--- config.mk ---
export PLATFORM = sky130hd
export DESIGN_NAME = lbab_bank
export DESIGN_NICKNAME = d
export VERILOG_FILES = /design/src/verilog/lbab_pkg.sv /design/src/verilog/lbab_bank.sv /design/src/verilog/lbab_reg8.sv
export SDC_FILE = /design/constraint.sdc
export NUM_CORES = 1
export LEC_CHECK = 0
export ABC_AREA = 1
export BUFFER_PORTS_ARGS = -buffer_cell sky130_fd_sc_hd__clkbuf_2
export CORE_AREA = 2 2 176 178
export CTS_CLUSTER_SIZE = 40
export DETAILED_ROUTE_END_ITERATION = 6
export DIE_AREA = 0 0 178 180
export GPL_ROUTABILITY_DRIVEN = 0
export PLACE_DENSITY = 0.52
export SLEW_MARGIN = 10
export SYNTH_ARGS = -nofsm -noshare
export SYNTH_HDL_FRONTEND = slang
export SYNTH_SLANG_ARGS = --single-unit
--- constraint.sdc ---
create_clock -name CLK_SYS_I -period 1.56 [get_ports CLK_SYS_I]
set_input_delay 0.156 -clock CLK_SYS_I [delete_from_list [all_inputs] [get_ports CLK_SYS_I]]
set_output_delay 0.156 -clock CLK_SYS_I [all_outputs]
set_load 0.02 [all_outputs]
--- src/verilog/lbab_pkg.sv ---
// Package with the address map, field masks and state types of the low I/O bit access bank.
package lbab_pkg;

  localparam int unsigned NUM_REGS = 16;

  // Upper end of the bit-accessible I/O window.
  localparam logic [5:0] BIT_ACCESS_LAST = 6'h1F;

  // Stored registers, by table index.
  localparam int unsigned IDX_POWER_REDUCTION  = 0;
  localparam int unsigned IDX_DIGITAL_IN_DIS   = 1;
  localparam int unsigned IDX_CONV_CTRL_B      = 2;
  localparam int unsigned IDX_CONV_CTRL_A      = 3;
  localparam int unsigned IDX_CONV_CHAN_SEL    = 4;
  localparam int unsigned IDX_CMP_CTRL_STATUS  = 5;
  localparam int unsigned IDX_TIMER1_FLAGS     = 6;
  localparam int unsigned IDX_TIMER1_INT_MASK  = 7;
  localparam int unsigned IDX_SERIAL_CTRL      = 8;
  localparam int unsigned IDX_SERIAL_STATUS    = 9;
  localparam int unsigned IDX_SERIAL_SHIFT     = 10;
  localparam int unsigned IDX_PIN_CHANGE_MASK0 = 11;
  localparam int unsigned IDX_SCRATCH_0        = 12;
  localparam int unsigned IDX_SCRATCH_1        = 13;
  localparam int unsigned IDX_SCRATCH_2        = 14;
  localparam int unsigned IDX_PORT_B_DIRECTION = 15;

  // I/O addresses of the stored registers, in table order.
  localparam logic [5:0] REG_ADDR [NUM_REGS] = '{
    6'h00, 6'h01, 6'h03, 6'h06, 6'h07, 6'h08, 6'h0B, 6'h0C,
    6'h0D, 6'h0E, 6'h0F, 6'h12, 6'h13, 6'h14, 6'h15, 6'h17};

  // Bits that software may change, flag bits included.
  localparam logic [7:0] REG_WR_MASK [NUM_REGS] = '{
    8'h0F, 8'hFF, 8'hD7, 8'hFF, 8'hFF, 8'hDF, 8'h27, 8'h27,
    8'hFF, 8'hEF, 8'hFF, 8'hFF, 8'hFF, 8'hFF, 8'hFF, 8'h0F};

  // Status flags set by hardware and cleared by writing a one.
  localparam logic [7:0] REG_W1C_MASK [NUM_REGS] = '{
    8'h00, 8'h00, 8'h00, 8'h10, 8'h00, 8'h10, 8'h27, 8'h00,
    8'h00, 8'hE0, 8'h00, 8'h00, 8'h00, 8'h00, 8'h00, 8'h00};

  localparam logic [7:0] REG_RESET_VAL = 8'h00;

  // Registers whose value comes straight from the peripherals.
  localparam logic [5:0] ADDR_CONV_RESULT_LOW  = 6'h04;
  localparam logic [5:0] ADDR_CONV_RESULT_HIGH = 6'h05;
  localparam logic [5:0] ADDR_SERIAL_BUFFER    = 6'h10;
  localparam logic [5:0] ADDR_PORT_B_PINS      = 6'h16;

  // Live level bits merged into the read value, and hardware flag bit positions.
  localparam int unsigned CMP_OUT_BIT     = 5;
  localparam int unsigned SERIAL_DC_BIT   = 4;
  localparam int unsigned CONV_FLAG_BIT   = 4;
  localparam int unsigned CMP_FLAG_BIT    = 4;
  localparam int unsigned SERIAL_FLAG_LSB = 5;

  typedef struct packed {
    logic [7:0] q;
  } lbab_cell_t;

  typedef struct packed {
    logic [7:0] rdata;
    logic       rd_valid;
    logic       skip;
    logic       test_done;
  } lbab_state_t;

endpackage : lbab_pkg

--- src/verilog/lbab_bank.sv ---
// Lower I/O register bank with single-bit set, clear and test access.
`timescale 1ns/1ps

module lbab_bank (
  // Clock and reset
  input  wire logic       CLK_SYS_I,
  input  wire logic       RESETN_I,
  // Processor core access
  input  wire logic [5:0] IO_ADDR_I,
  input  wire logic [7:0] IO_WDATA_I,
  input  wire logic       IO_WE_I,
  input  wire logic       IO_RE_I,
  input  wire logic       SET_SINGLE_BIT_OP_I,
  input  wire logic       CLEAR_SINGLE_BIT_OP_I,
  input  wire logic       SKIP_IF_BIT_SET_OP_I,
  input  wire logic       SKIP_IF_BIT_CLEAR_OP_I,
  input  wire logic [2:0] BIT_SEL_I,
  output logic      [7:0] IO_RDATA_O,
  output logic            IO_RD_VALID_O,
  output logic            SKIP_O,
  output logic            TEST_DONE_O,
  // Peripheral status into the bank
  input  wire logic [7:0] CONV_RESULT_LOW_I,
  input  wire logic [7:0] CONV_RESULT_HIGH_I,
  input  wire logic       CONV_DONE_I,
  input  wire logic       CMP_OUT_I,
  input  wire logic       CMP_EVENT_I,
  input  wire logic [3:0] TIMER1_EVENT_I,
  input  wire logic [2:0] SERIAL_EVENT_I,
  input  wire logic       SERIAL_DC_I,
  input  wire logic [7:0] SERIAL_BUFFER_I,
  input  wire logic [3:0] PORT_B_PINS_I,
  // Register values out to the peripherals
  output logic      [7:0] POWER_REDUCTION_O,
  output logic      [7:0] DIGITAL_INPUT_DISABLE_O,
  output logic      [7:0] CONVERTER_CONTROL_B_O,
  output logic      [7:0] CONVERTER_CONTROL_A_O,
  output logic      [7:0] CONVERTER_CHANNEL_SELECT_O,
  output logic      [7:0] COMPARATOR_CONTROL_STATUS_O,
  output logic      [7:0] TIMER1_FLAGS_O,
  output logic      [7:0] TIMER1_INT_MASK_O,
  output logic      [7:0] SERIAL_IFACE_CONTROL_O,
  output logic      [7:0] SERIAL_IFACE_STATUS_O,
  output logic      [7:0] SERIAL_IFACE_SHIFT_DATA_O,
  output logic      [7:0] PIN_CHANGE_MASK_0_O,
  output logic      [7:0] SCRATCH_0_O,
  output logic      [7:0] SCRATCH_1_O,
  output logic      [7:0] SCRATCH_2_O,
  output logic      [7:0] PORT_B_DIRECTION_O
);

  logic [7:0] reg_q    [lbab_pkg::NUM_REGS];
  logic [7:0] reg_hw   [lbab_pkg::NUM_REGS];
  logic       reg_wr   [lbab_pkg::NUM_REGS];
  logic       reg_bit  [lbab_pkg::NUM_REGS];
  logic       bit_ok;
  logic [7:0] rd_val;
  logic       test_val;
  lbab_pkg::lbab_state_t state;
  lbab_pkg::lbab_state_t next_state;

  // Bit operations above the window are dropped, not turned into byte writes.
  assign bit_ok = (IO_ADDR_I <= lbab_pkg::BIT_ACCESS_LAST);

  always_comb begin
    for (int k = 0; k < lbab_pkg::NUM_REGS; k++) begin
      reg_wr[k]  = IO_WE_I && (IO_ADDR_I == lbab_pkg::REG_ADDR[k]);
      reg_bit[k] = bit_ok && (IO_ADDR_I == lbab_pkg::REG_ADDR[k]);
      reg_hw[k]  = 8'h00;
    end
    reg_hw[lbab_pkg::IDX_CONV_CTRL_A][lbab_pkg::CONV_FLAG_BIT]    = CONV_DONE_I;
    reg_hw[lbab_pkg::IDX_CMP_CTRL_STATUS][lbab_pkg::CMP_FLAG_BIT] = CMP_EVENT_I;
    reg_hw[lbab_pkg::IDX_TIMER1_FLAGS] = {2'b00, TIMER1_EVENT_I[3], 2'b00, TIMER1_EVENT_I[2:0]};
    reg_hw[lbab_pkg::IDX_SERIAL_STATUS] = {SERIAL_EVENT_I, 5'b0_0000};
  end

  for (genvar g = 0; g < lbab_pkg::NUM_REGS; g++) begin : g_reg
    lbab_reg8 #(
      .WR_MASK  (lbab_pkg::REG_WR_MASK[g]),
      .W1C_MASK (lbab_pkg::REG_W1C_MASK[g])
    ) u_reg (
      .clk_i    (CLK_SYS_I),
      .rst_n_i  (RESETN_I),
      .wr_i     (reg_wr[g]),
      .set_i    (SET_SINGLE_BIT_OP_I & reg_bit[g]),
      .clr_i    (CLEAR_SINGLE_BIT_OP_I & reg_bit[g]),
      .sel_i    (BIT_SEL_I),
      .wdata_i  (IO_WDATA_I),
      .hw_set_i (reg_hw[g]),
      .q_o      (reg_q[g])
    );
  end

  // Read value; unused addresses and reserved bits read as zero.
  always_comb begin
    rd_val = 8'h00;
    if (IO_ADDR_I == lbab_pkg::ADDR_CONV_RESULT_LOW) begin
      rd_val = CONV_RESULT_LOW_I;
    end else if (IO_ADDR_I == lbab_pkg::ADDR_CONV_RESULT_HIGH) begin
      rd_val = CONV_RESULT_HIGH_I;
    end else if (IO_ADDR_I == lbab_pkg::ADDR_SERIAL_BUFFER) begin
      rd_val = SERIAL_BUFFER_I;
    end else if (IO_ADDR_I == lbab_pkg::ADDR_PORT_B_PINS) begin
      rd_val = {4'h0, PORT_B_PINS_I};
    end else begin
      for (int k = 0; k < lbab_pkg::NUM_REGS; k++) begin
        if (IO_ADDR_I == lbab_pkg::REG_ADDR[k]) begin
          rd_val = reg_q[k] & lbab_pkg::REG_WR_MASK[k];
        end
      end
      if (IO_ADDR_I == lbab_pkg::REG_ADDR[lbab_pkg::IDX_CMP_CTRL_STATUS]) begin
        rd_val[lbab_pkg::CMP_OUT_BIT] = CMP_OUT_I;
      end
      if (IO_ADDR_I == lbab_pkg::REG_ADDR[lbab_pkg::IDX_SERIAL_STATUS]) begin
        rd_val[lbab_pkg::SERIAL_DC_BIT] = SERIAL_DC_I;
      end
    end
  end

  assign test_val = rd_val[BIT_SEL_I];

  always_comb begin
    next_state           = state;
    next_state.rd_valid  = IO_RE_I;
    next_state.test_done = 1'b0;
    next_state.skip      = 1'b0;
    if (IO_RE_I) begin
      next_state.rdata = rd_val;
    end
    // The skip answer follows one cycle after the test request.
    if ((SKIP_IF_BIT_SET_OP_I || SKIP_IF_BIT_CLEAR_OP_I) && bit_ok) begin
      next_state.test_done = 1'b1;
      next_state.skip      = SKIP_IF_BIT_SET_OP_I ? test_val : ~test_val;
    end
  end

  always_ff @(posedge CLK_SYS_I or negedge RESETN_I) begin
    if (!RESETN_I) begin
      state <= '0;
    end else begin
      state <= next_state;
    end
  end

  assign IO_RDATA_O                  = state.rdata;
  assign IO_RD_VALID_O               = state.rd_valid;
  assign SKIP_O                      = state.skip;
  assign TEST_DONE_O                 = state.test_done;
  assign POWER_REDUCTION_O           = reg_q[lbab_pkg::IDX_POWER_REDUCTION];
  assign DIGITAL_INPUT_DISABLE_O     = reg_q[lbab_pkg::IDX_DIGITAL_IN_DIS];
  assign CONVERTER_CONTROL_B_O       = reg_q[lbab_pkg::IDX_CONV_CTRL_B];
  assign CONVERTER_CONTROL_A_O       = reg_q[lbab_pkg::IDX_CONV_CTRL_A];
  assign CONVERTER_CHANNEL_SELECT_O  = reg_q[lbab_pkg::IDX_CONV_CHAN_SEL];
  assign COMPARATOR_CONTROL_STATUS_O = reg_q[lbab_pkg::IDX_CMP_CTRL_STATUS];
  assign TIMER1_FLAGS_O              = reg_q[lbab_pkg::IDX_TIMER1_FLAGS];
  assign TIMER1_INT_MASK_O           = reg_q[lbab_pkg::IDX_TIMER1_INT_MASK];
  assign SERIAL_IFACE_CONTROL_O      = reg_q[lbab_pkg::IDX_SERIAL_CTRL];
  assign SERIAL_IFACE_STATUS_O       = reg_q[lbab_pkg::IDX_SERIAL_STATUS];
  assign SERIAL_IFACE_SHIFT_DATA_O   = reg_q[lbab_pkg::IDX_SERIAL_SHIFT];
  assign PIN_CHANGE_MASK_0_O         = reg_q[lbab_pkg::IDX_PIN_CHANGE_MASK0];
  assign SCRATCH_0_O                 = reg_q[lbab_pkg::IDX_SCRATCH_0];
  assign SCRATCH_1_O                 = reg_q[lbab_pkg::IDX_SCRATCH_1];
  assign SCRATCH_2_O                 = reg_q[lbab_pkg::IDX_SCRATCH_2];
  assign PORT_B_DIRECTION_O          = reg_q[lbab_pkg::IDX_PORT_B_DIRECTION];

  // Checks. Helper signals hold snapshots so that $past sees plain signals.
  logic       no_t1_event;
  logic       t1_wr;
  logic       t1_bitop;
  logic       s0_set;
  logic       high_bitop;
  logic [7:0] scratch0;
  logic [7:0] timer1;

  assign no_t1_event = (TIMER1_EVENT_I == 4'h0);
  assign t1_wr       = reg_wr[lbab_pkg::IDX_TIMER1_FLAGS];
  assign t1_bitop    = (SET_SINGLE_BIT_OP_I | CLEAR_SINGLE_BIT_OP_I)
                       & reg_bit[lbab_pkg::IDX_TIMER1_FLAGS];
  assign s0_set      = SET_SINGLE_BIT_OP_I & reg_bit[lbab_pkg::IDX_SCRATCH_0] & ~IO_WE_I;
  assign high_bitop  = (SET_SINGLE_BIT_OP_I | CLEAR_SINGLE_BIT_OP_I) & ~bit_ok & ~IO_WE_I;
  assign scratch0    = reg_q[lbab_pkg::IDX_SCRATCH_0];
  assign timer1      = reg_q[lbab_pkg::IDX_TIMER1_FLAGS];
endmodule : lbab_bank

--- src/verilog/lbab_reg8.sv ---
// One 8-bit I/O register with full writes, single-bit writes and write-one-to-clear flags.
`timescale 1ns/1ps

module lbab_reg8 #(
  parameter logic [7:0] WR_MASK  = 8'hFF,
  parameter logic [7:0] W1C_MASK = 8'h00
) (
  // Clock and reset
  input  wire logic       clk_i,
  input  wire logic       rst_n_i,
  // Software access
  input  wire logic       wr_i,
  input  wire logic       set_i,
  input  wire logic       clr_i,
  input  wire logic [2:0] sel_i,
  input  wire logic [7:0] wdata_i,
  // Hardware flag events
  input  wire logic [7:0] hw_set_i,
  // Register value
  output logic      [7:0] q_o
);

  lbab_pkg::lbab_cell_t state;
  lbab_pkg::lbab_cell_t next_state;

  always_comb begin
    logic hit;
    logic val;
    hit = 1'b0;
    val = 1'b0;
    next_state = state;
    for (int i = 0; i < 8; i++) begin
      // A single-bit operation touches only the selected bit.
      hit = wr_i | ((set_i | clr_i) & (sel_i == 3'(i)));
      val = wr_i ? wdata_i[i] : set_i;
      if (hit) begin
        if (W1C_MASK[i]) begin
          // Writing one clears a flag, writing zero leaves it.
          if (val) begin
            next_state.q[i] = 1'b0;
          end
        end else if (WR_MASK[i]) begin
          next_state.q[i] = val;
        end
      end
      // An event in the same cycle as its clear still wins.
      if (hw_set_i[i] && W1C_MASK[i]) begin
        next_state.q[i] = 1'b1;
      end
    end
  end

  always_ff @(posedge clk_i or negedge rst_n_i) begin
    if (!rst_n_i) begin
      state.q <= lbab_pkg::REG_RESET_VAL;
    end else begin
      state <= next_state;
    end
  end

  assign q_o = state.q;

endmodule : lbab_reg8

==> reports/summary.txt, run 1 <==
status: finished with violations
failing checks: negative setup slack
power per cell area: 1020 mW/mm2
vias in the first global route: 9112
Slew @ Worst Pin: 0.569 ns
Reg clk slew, reported paths: 0.06 ns
post-synthesis sequential area ratio: 40.2%
GRT Util Overall: 23.6%
asr flop ratio synth: 100%
Routed WL: 38.1 mm
fmax: 483 MHz
CTS Buf Count: 17
Die ar.: 0.0320 mm2
core area: 0.0302 mm2
die height: 180 um
CTS tree: yes
Net count, final: 1550
number of synthesized flops with an enable pin: 0
worst hold path type: in -> reg
final hold slack: 0.0198 ns
worst clock skew: 0.00670 ns
Starting Density: 24.5%
most frequent cells in the layout: buf_4 (240), nand2_1 (202), clkbuf_2 (181)
yosys warns: 0
critical path capture point type: register
final hold vios: 0
maximum vdd drop: 0.725 mV
pre-CTS setup slack: -1.08 ns
syn_area_per_cell: 6.98 um2
dpl cell area: 0.0105 mm2
Max-cap violations: 0
DRT Pass-1 Iters: 7
first-pass GRT wire length: 55.5 mm
post-route setup slack: -0.512 ns
Max clock buf depth: 2
leak pwr: 5.68 nW
share of layout cells above drive strength 1: 38.1%
setup_tns: -1.45 ns
chip width: 178 um
area grow syn2layout: 56.3%
initial antenna violation count: 1
Post-DRT Antenna Nets: 0
root buf cell: clkbuf_16
routed len/inst: 20.1 um
CTS HTree Levels: 4
Core Util, Final: 38.3%
worst path arrival time: 2.39 ns
Tcrit/Tclk final: 133%
Post-Syn Area: 0.00740 mm2
vias: 9406
Detail Placement HPWL: 29.9 mm
startpoint class of the critical path: register
final instance area: 0.0116 mm2
WS Path Type: reg -> reg
commonest non-fill, non-tap cell in the layout: buf_4
PortBufs: 182
Initial DRC Count: 963
Via density: 4.96
Synth Instances: 1060
final max-slew violation count: 0
Slew HR: 62.0%
CP Data Required Time: 1.87 ns
Worst-Skew Late Latency: 0.42 ns
Final Setup Violations: 7
drc violations: 0
Antenna diodes: 0
worst-path fanout max: 2
top_reg_cell synth: dfrtp_1
#FFs+latches synth: 119
FP Rows: 64
TritonCTS sink count: 119
Overflow after GRT: 0
I/O pins: 203
pin count of the biggest net entering global routing: 38
setup repair after global routing missed its margin: yes
Tmin final: 2.07 ns
Netlist cell types: 34
-- per-stage QoR --
stage,power [mW],std cells
after CTS,11.8,1889
after global routing,12.3,1895
final,11.8,1895
after detailed placement,7.72,1844
after floorplan,5.55,1079
after global placement,7.72,1844
-- kinds of logic (layout without fill, tap and decap cells) --
family | Yosys count | after routing | synth area share [%]
mux | 9 | 9 | 1.37
buf+inv | 156 | 576 | 9.11
simple gates | 472 | 472 | 27.4
other cells | 1 | 20 | 0.0507
flops | 119 | 119 | 40.2
compound gates | 303 | 303 | 21.9
-- worst max-delay path, stage by stage, from the launching register on --
cell,delay (ns)
dfrtp_1,0.41
nand4_1,0.12
nand3_2,0.10
o21ai_2,0.19
nand2_1,0.11
nand2_1,0.09
nand4_1,0.12
nand2_2,0.11
nand2_1,0.05
nand2_1,0.07
nand3_1,0.09
nand3_2,0.08
nor2_1,0.04
nor2_1,0.10
nor2_1,0.05
nand3_1,0.08
nand2_1,0.06
nand2_1,0.05
nor2_1,0.04
-- report_power, final --
part / switching, mW / internal [mW] / leakage [nW]
clock network: 1.62 / 2.41 / 0.287
logic: 2.22 / 1.49 / 3.95
registers: 0.454 / 3.63 / 1.44
-- path summary, 6_finish.rpt --
check,from,to,slack [ns],cells after the start
worst min register to register,IO_RDATA_O[4],IO_RDATA_O[4],0.52,2
worst max register to register,g_reg[2].u_reg.q_o[7],SKIP_O,-0.51,18
min in group asynchronous,RESETN_I,g_reg[12].u_reg.q_o[1],0.21,2
max in group asynchronous,RESETN_I,g_reg[4].u_reg.q_o[0],0.76,3
worst max-delay path,g_reg[2].u_reg.q_o[7],SKIP_O,-0.51,18
worst min-delay path,CONV_RESULT_LOW_I[5],IO_RDATA_O[5],0.02,3
-- cells in the mapped netlist, types with 2 or more instances --
library cell    n  area share [%]
clkbuf_1       23             1.2
o21ai_0       172              12
nand2_1       227              12
a31o_2          2            0.24
mux2_2          9             1.4
nor2_1        133             6.7
o22ai_1         4            0.34
a31oi_1        50             4.2
nand2_2         2            0.17
or2_2           2            0.17
o21ai_1         2            0.14
nand2_4         2            0.30
clkinv_1        2            0.10
nand3b_1        4            0.41
dfrtp_1       119              40
inv_1          86             4.4
nand3_1        70             4.7
nor2_2          3            0.25
buf_1           6            0.30
nand4_1        17             1.4
o21bai_1        9            0.91
buf_4          22             2.2
a21oi_1        63             4.3
inv_2          12            0.61
nor2_4          5            0.76
nand3_2         2            0.27
buf_2           5            0.34
-- per-layer routing --
layer	vias up	track usage, %	wire (um)
met2	477	38.2	17800
met4	2	8.72	1260
met1	4448	31.1	15600
li1	4397	-	-
met3	82	4.65	3420
met5	-	0	11
-- state kept, by name, summed over array words and instances (netlist names) --
| name | cells |
|---|---|
| g.u_reg.q_o | 108 |
| IO_RDATA_O | 8 |
| IO_RD_VALID_O | 1 |
| SKIP_O | 1 |
| TEST_DONE_O | 1 |
-- area by class of cell --
type	count	area, um2
Clock buffer	18	439
Clock inverter	14	148
Fill cell	3225	18600
Inverter	100	377
Multi-Input combinational cell	804	4090
Sequential cell	119	2980
Tap cell	396	495
Timing Repair Buffer	444	3040
-- timing repair --
action                                  CTS  global route
hold buffers                              9             1
endpoints found under the setup margin   19            42
hold endpoints to repair                 31             1
gates resized for setup                  47            63
pin swaps                                26            22
buffers inserted                          4             5
Note: power is estimated with default switching activity, not from simulation.
==> inputs of run 2 (changes only) <==
ABC_AREA = default   (was 1)
CORE_AREA = 10 10 158 233   (was 2 2 176 178)
DIE_AREA = 0 0 168 243   (was 0 0 178 180)
==> run 2 against run 1 <==
Compared with the run above:
- the flow still finishes with violations (negative setup slack)
- clock power increased by 2%
- largest power group is now clock
- hold slack better by 0.019 ns
- setup slack worse by 0.28 ns
- critical path depth shrank 9
- sequential power down 5.6%
- critical path type unchanged
- synthesized cell count fell by 7.2%
- combinational power shrank 7.3%
- die area increased by 27%
- highest routed layer is now met4
==> reports/summary.txt, run 2 <==
CP Data Required Time: 1.89 ns
WS Path Type: reg -> reg
final hold slack: 0.0392 ns
FP Rows: 81
fmax: 425 MHz
setup_tns: -2.92 ns
post-route setup slack: -0.795 ns
Routed WL: 45.6 mm
final hold vios: 0
Initial DRC Count: 1034
startpoint class of the critical path: register
power per cell area: 848 mW/mm2
Detail Placement HPWL: 35.5 mm
Yosys top cell area share: 37.0%
Worst-Skew Late Latency: 0.45 ns
pin count of the biggest net entering global routing: 56
chip width: 168 um
met1 GRT Util: 24.2%
initial antenna violation count: 0
drc violations: 0
Synth Instances: 984
worst hold path type: in -> reg
Reg clk slew, reported paths: 0.06 ns
CTS tree: yes
Netlist cell types: 76
worst clock skew: 0.0111 ns
share of layout cells above drive strength 1: 47.9%
routed len/inst: 24.2 um
Slew HR: 65.2%
GRT Max-Usage Layer: met2
PortBufs: 182
die height: 243 um
Post-DRT Antenna Nets: 0
core area: 0.0325 mm2
Crit-path slowest cell: a222oi_1
#FFs+latches synth: 119
most common cell in the netlist: nand2_1
Core Util, Final: 41.4%
root buf cell: clkbuf_16
Final Setup Violations: 11
Die ar.: 0.0408 mm2
Max clock buf depth: 2
asr flop ratio synth: 100%
crit-path cells: or3b_2, a31oi_1, a2111o_1, a222oi_1, o21ai_1, nor2_1, o21ai_1, nand4b_1, mux2_4
Antenna diodes: 0
biggest area consumer among synthesized cells: dfrtp_1
Tcrit/Tclk final: 151%
critical path capture point type: register
post-synthesis sequential area ratio: 37.0%
area grow syn2layout: 67.3%
number of flip-flops in the largest register: 108
worst-path fanout max: 2
Starting Density: 24.8%
Slew @ Worst Pin: 0.522 ns
Post-Syn Area: 0.00806 mm2
failing checks: negative setup slack
Worst path top cell family by delay: compound AO/OA/AOI/OAI gates
Overflow after GRT: 0
final max-slew violation count: 0
Tmin final: 2.36 ns
TritonCTS sink count: 119
met3 GRT Util: 4.87%
I/O pins: 203
syn_area_per_cell: 8.19 um2
Max-cap violations: 0
vias in the first global route: 9849
top_reg_cell synth: dfrtp_1
pre-CTS setup slack: -1.48 ns
Area contributors post-synth: dfrtp_1 (37%), mux2i_1 (13%), o21ai_0 (7.9%), nand2_1 (6.8%), nor2_1 (5.9%)
most frequent cells in the layout: buf_4 (303), clkbuf_2 (176), nand2_1 (130)
number of synthesized flops with an enable pin: 0
worst path arrival time: 2.69 ns
Via density: 5.29
CP Buf/Inv Count: 0
DRT Pass-1 Iters: 5
Critical Path Most Common Cell: o21ai_1
status: finished with violations
Power Total: 11.4 mW
Post-synth top cells: nand2_1 (145), o21ai_0 (127), nor2_1 (126)
yosys warns: 0
setup repair after global routing missed its margin: yes
Net count, final: 1526
CTS Buf Count: 17
routing usage on met2: 34.0%
CTS HTree Levels: 4
GRT Util Overall: 21.0%
commonest non-fill, non-tap cell in the layout: buf_4
leak pwr: 5.99 nW
vias: 9985
CP max stage delay: 0.46 ns
first-pass GRT wire length: 64.9 mm
maximum vdd drop: 0.689 mV
## run 2: cell count changes after synthesis, moves of 39 or more
cell / before / now
a21oi_1: 63 / 22
a31oi_1: 50 / 11
inv_1: 86 / 4
mux2i_1: 0 / 105
nand2_1: 227 / 145
nand3_1: 70 / 25
o21ai_0: 172 / 127
## run 2: metal layers
| metal | vias to the layer above | routed length, um |
|---|---|---|
| met3 | 149 | 3790 |
| met4 | 0 | 3320 |
| met5 | - | 0 |
| li1 | 4442 | - |
| met2 | 586 | 21300 |
| met1 | 4808 | 17200 |
## run 2: final timing paths
path,from,endpoint,slack (ns),cells past startpoint
setup / recovery,g_reg[13].u_reg.q_o[2],SKIP_O,-0.80,9
hold / removal,IO_WDATA_I[6],g_reg[14].u_reg.q_o[6],0.04,3
setup reg to reg,g_reg[13].u_reg.q_o[2],SKIP_O,-0.80,9
hold reg to reg,IO_RDATA_O[2],IO_RDATA_O[2],0.50,1
max in group asynchronous,RESETN_I,g_reg[6].u_reg.q_o[0],0.78,3
min in group asynchronous,RESETN_I,g_reg[12].u_reg.q_o[7],0.14,2
## run 2: cell families after synthesis
family	share of synthesized area, %
DFF	37.0
other	0.0465
AOI/OAI and AO/OA	19.1
xor gates and xnor gates	0.109
buffers and inverters	6.37
muxes	14.6
and+or+nand+nor	22.9
## run 2: cell type report
type                            instances  area, um2
Tap cell                              415        519
Sequential cell                       119       2980
Clock inverter                          9        125
Inverter                                4       15.0
Clock buffer                           21        470
Multi-Input combinational cell        778       5330
Timing Repair Buffer                  542       4040
Fill cell                            3239      19000
## run 2: report_power, final
part | switching [mW] | internal [mW] | total, mW | leakage [nW]
logic | 1.99 | 1.46 | 3.45 | 4.17
clock network | 1.52 | 2.60 | 4.12 | 0.291
registers | 0.400 | 3.46 | 3.86 | 1.53
total | 3.91 | 7.53 | 11.4 | 5.99
## run 2: per-stage QoR
stage,cells,instance area (um2)
floorplan,1003,8470
global placement,1819,11900
detailed placement,1819,11900
CTS,1865,12900
global route,1888,13500
finish,1888,13500
## run 2: worst reg2reg max path: stages, from the launching register on
cell	delay (ns)
dfrtp_1	0.40
or3b_2	0.20
a31oi_1	0.09
a2111o_1	0.30
a222oi_1	0.46
o21ai_1	0.17
nor2_1	0.12
o21ai_1	0.07
nand4b_1	0.13
mux2_4	0.31
## run 2: repair_timing
action                                  4_1_cts  5_1_grt
pin swaps                                    27       44
endpoints found under the setup margin       53       85
cloned                                        1        0
setup buffers                                10       24
hold endpoints to repair                    128        0
resized for setup                            57      127
hold buffers                                 10        0
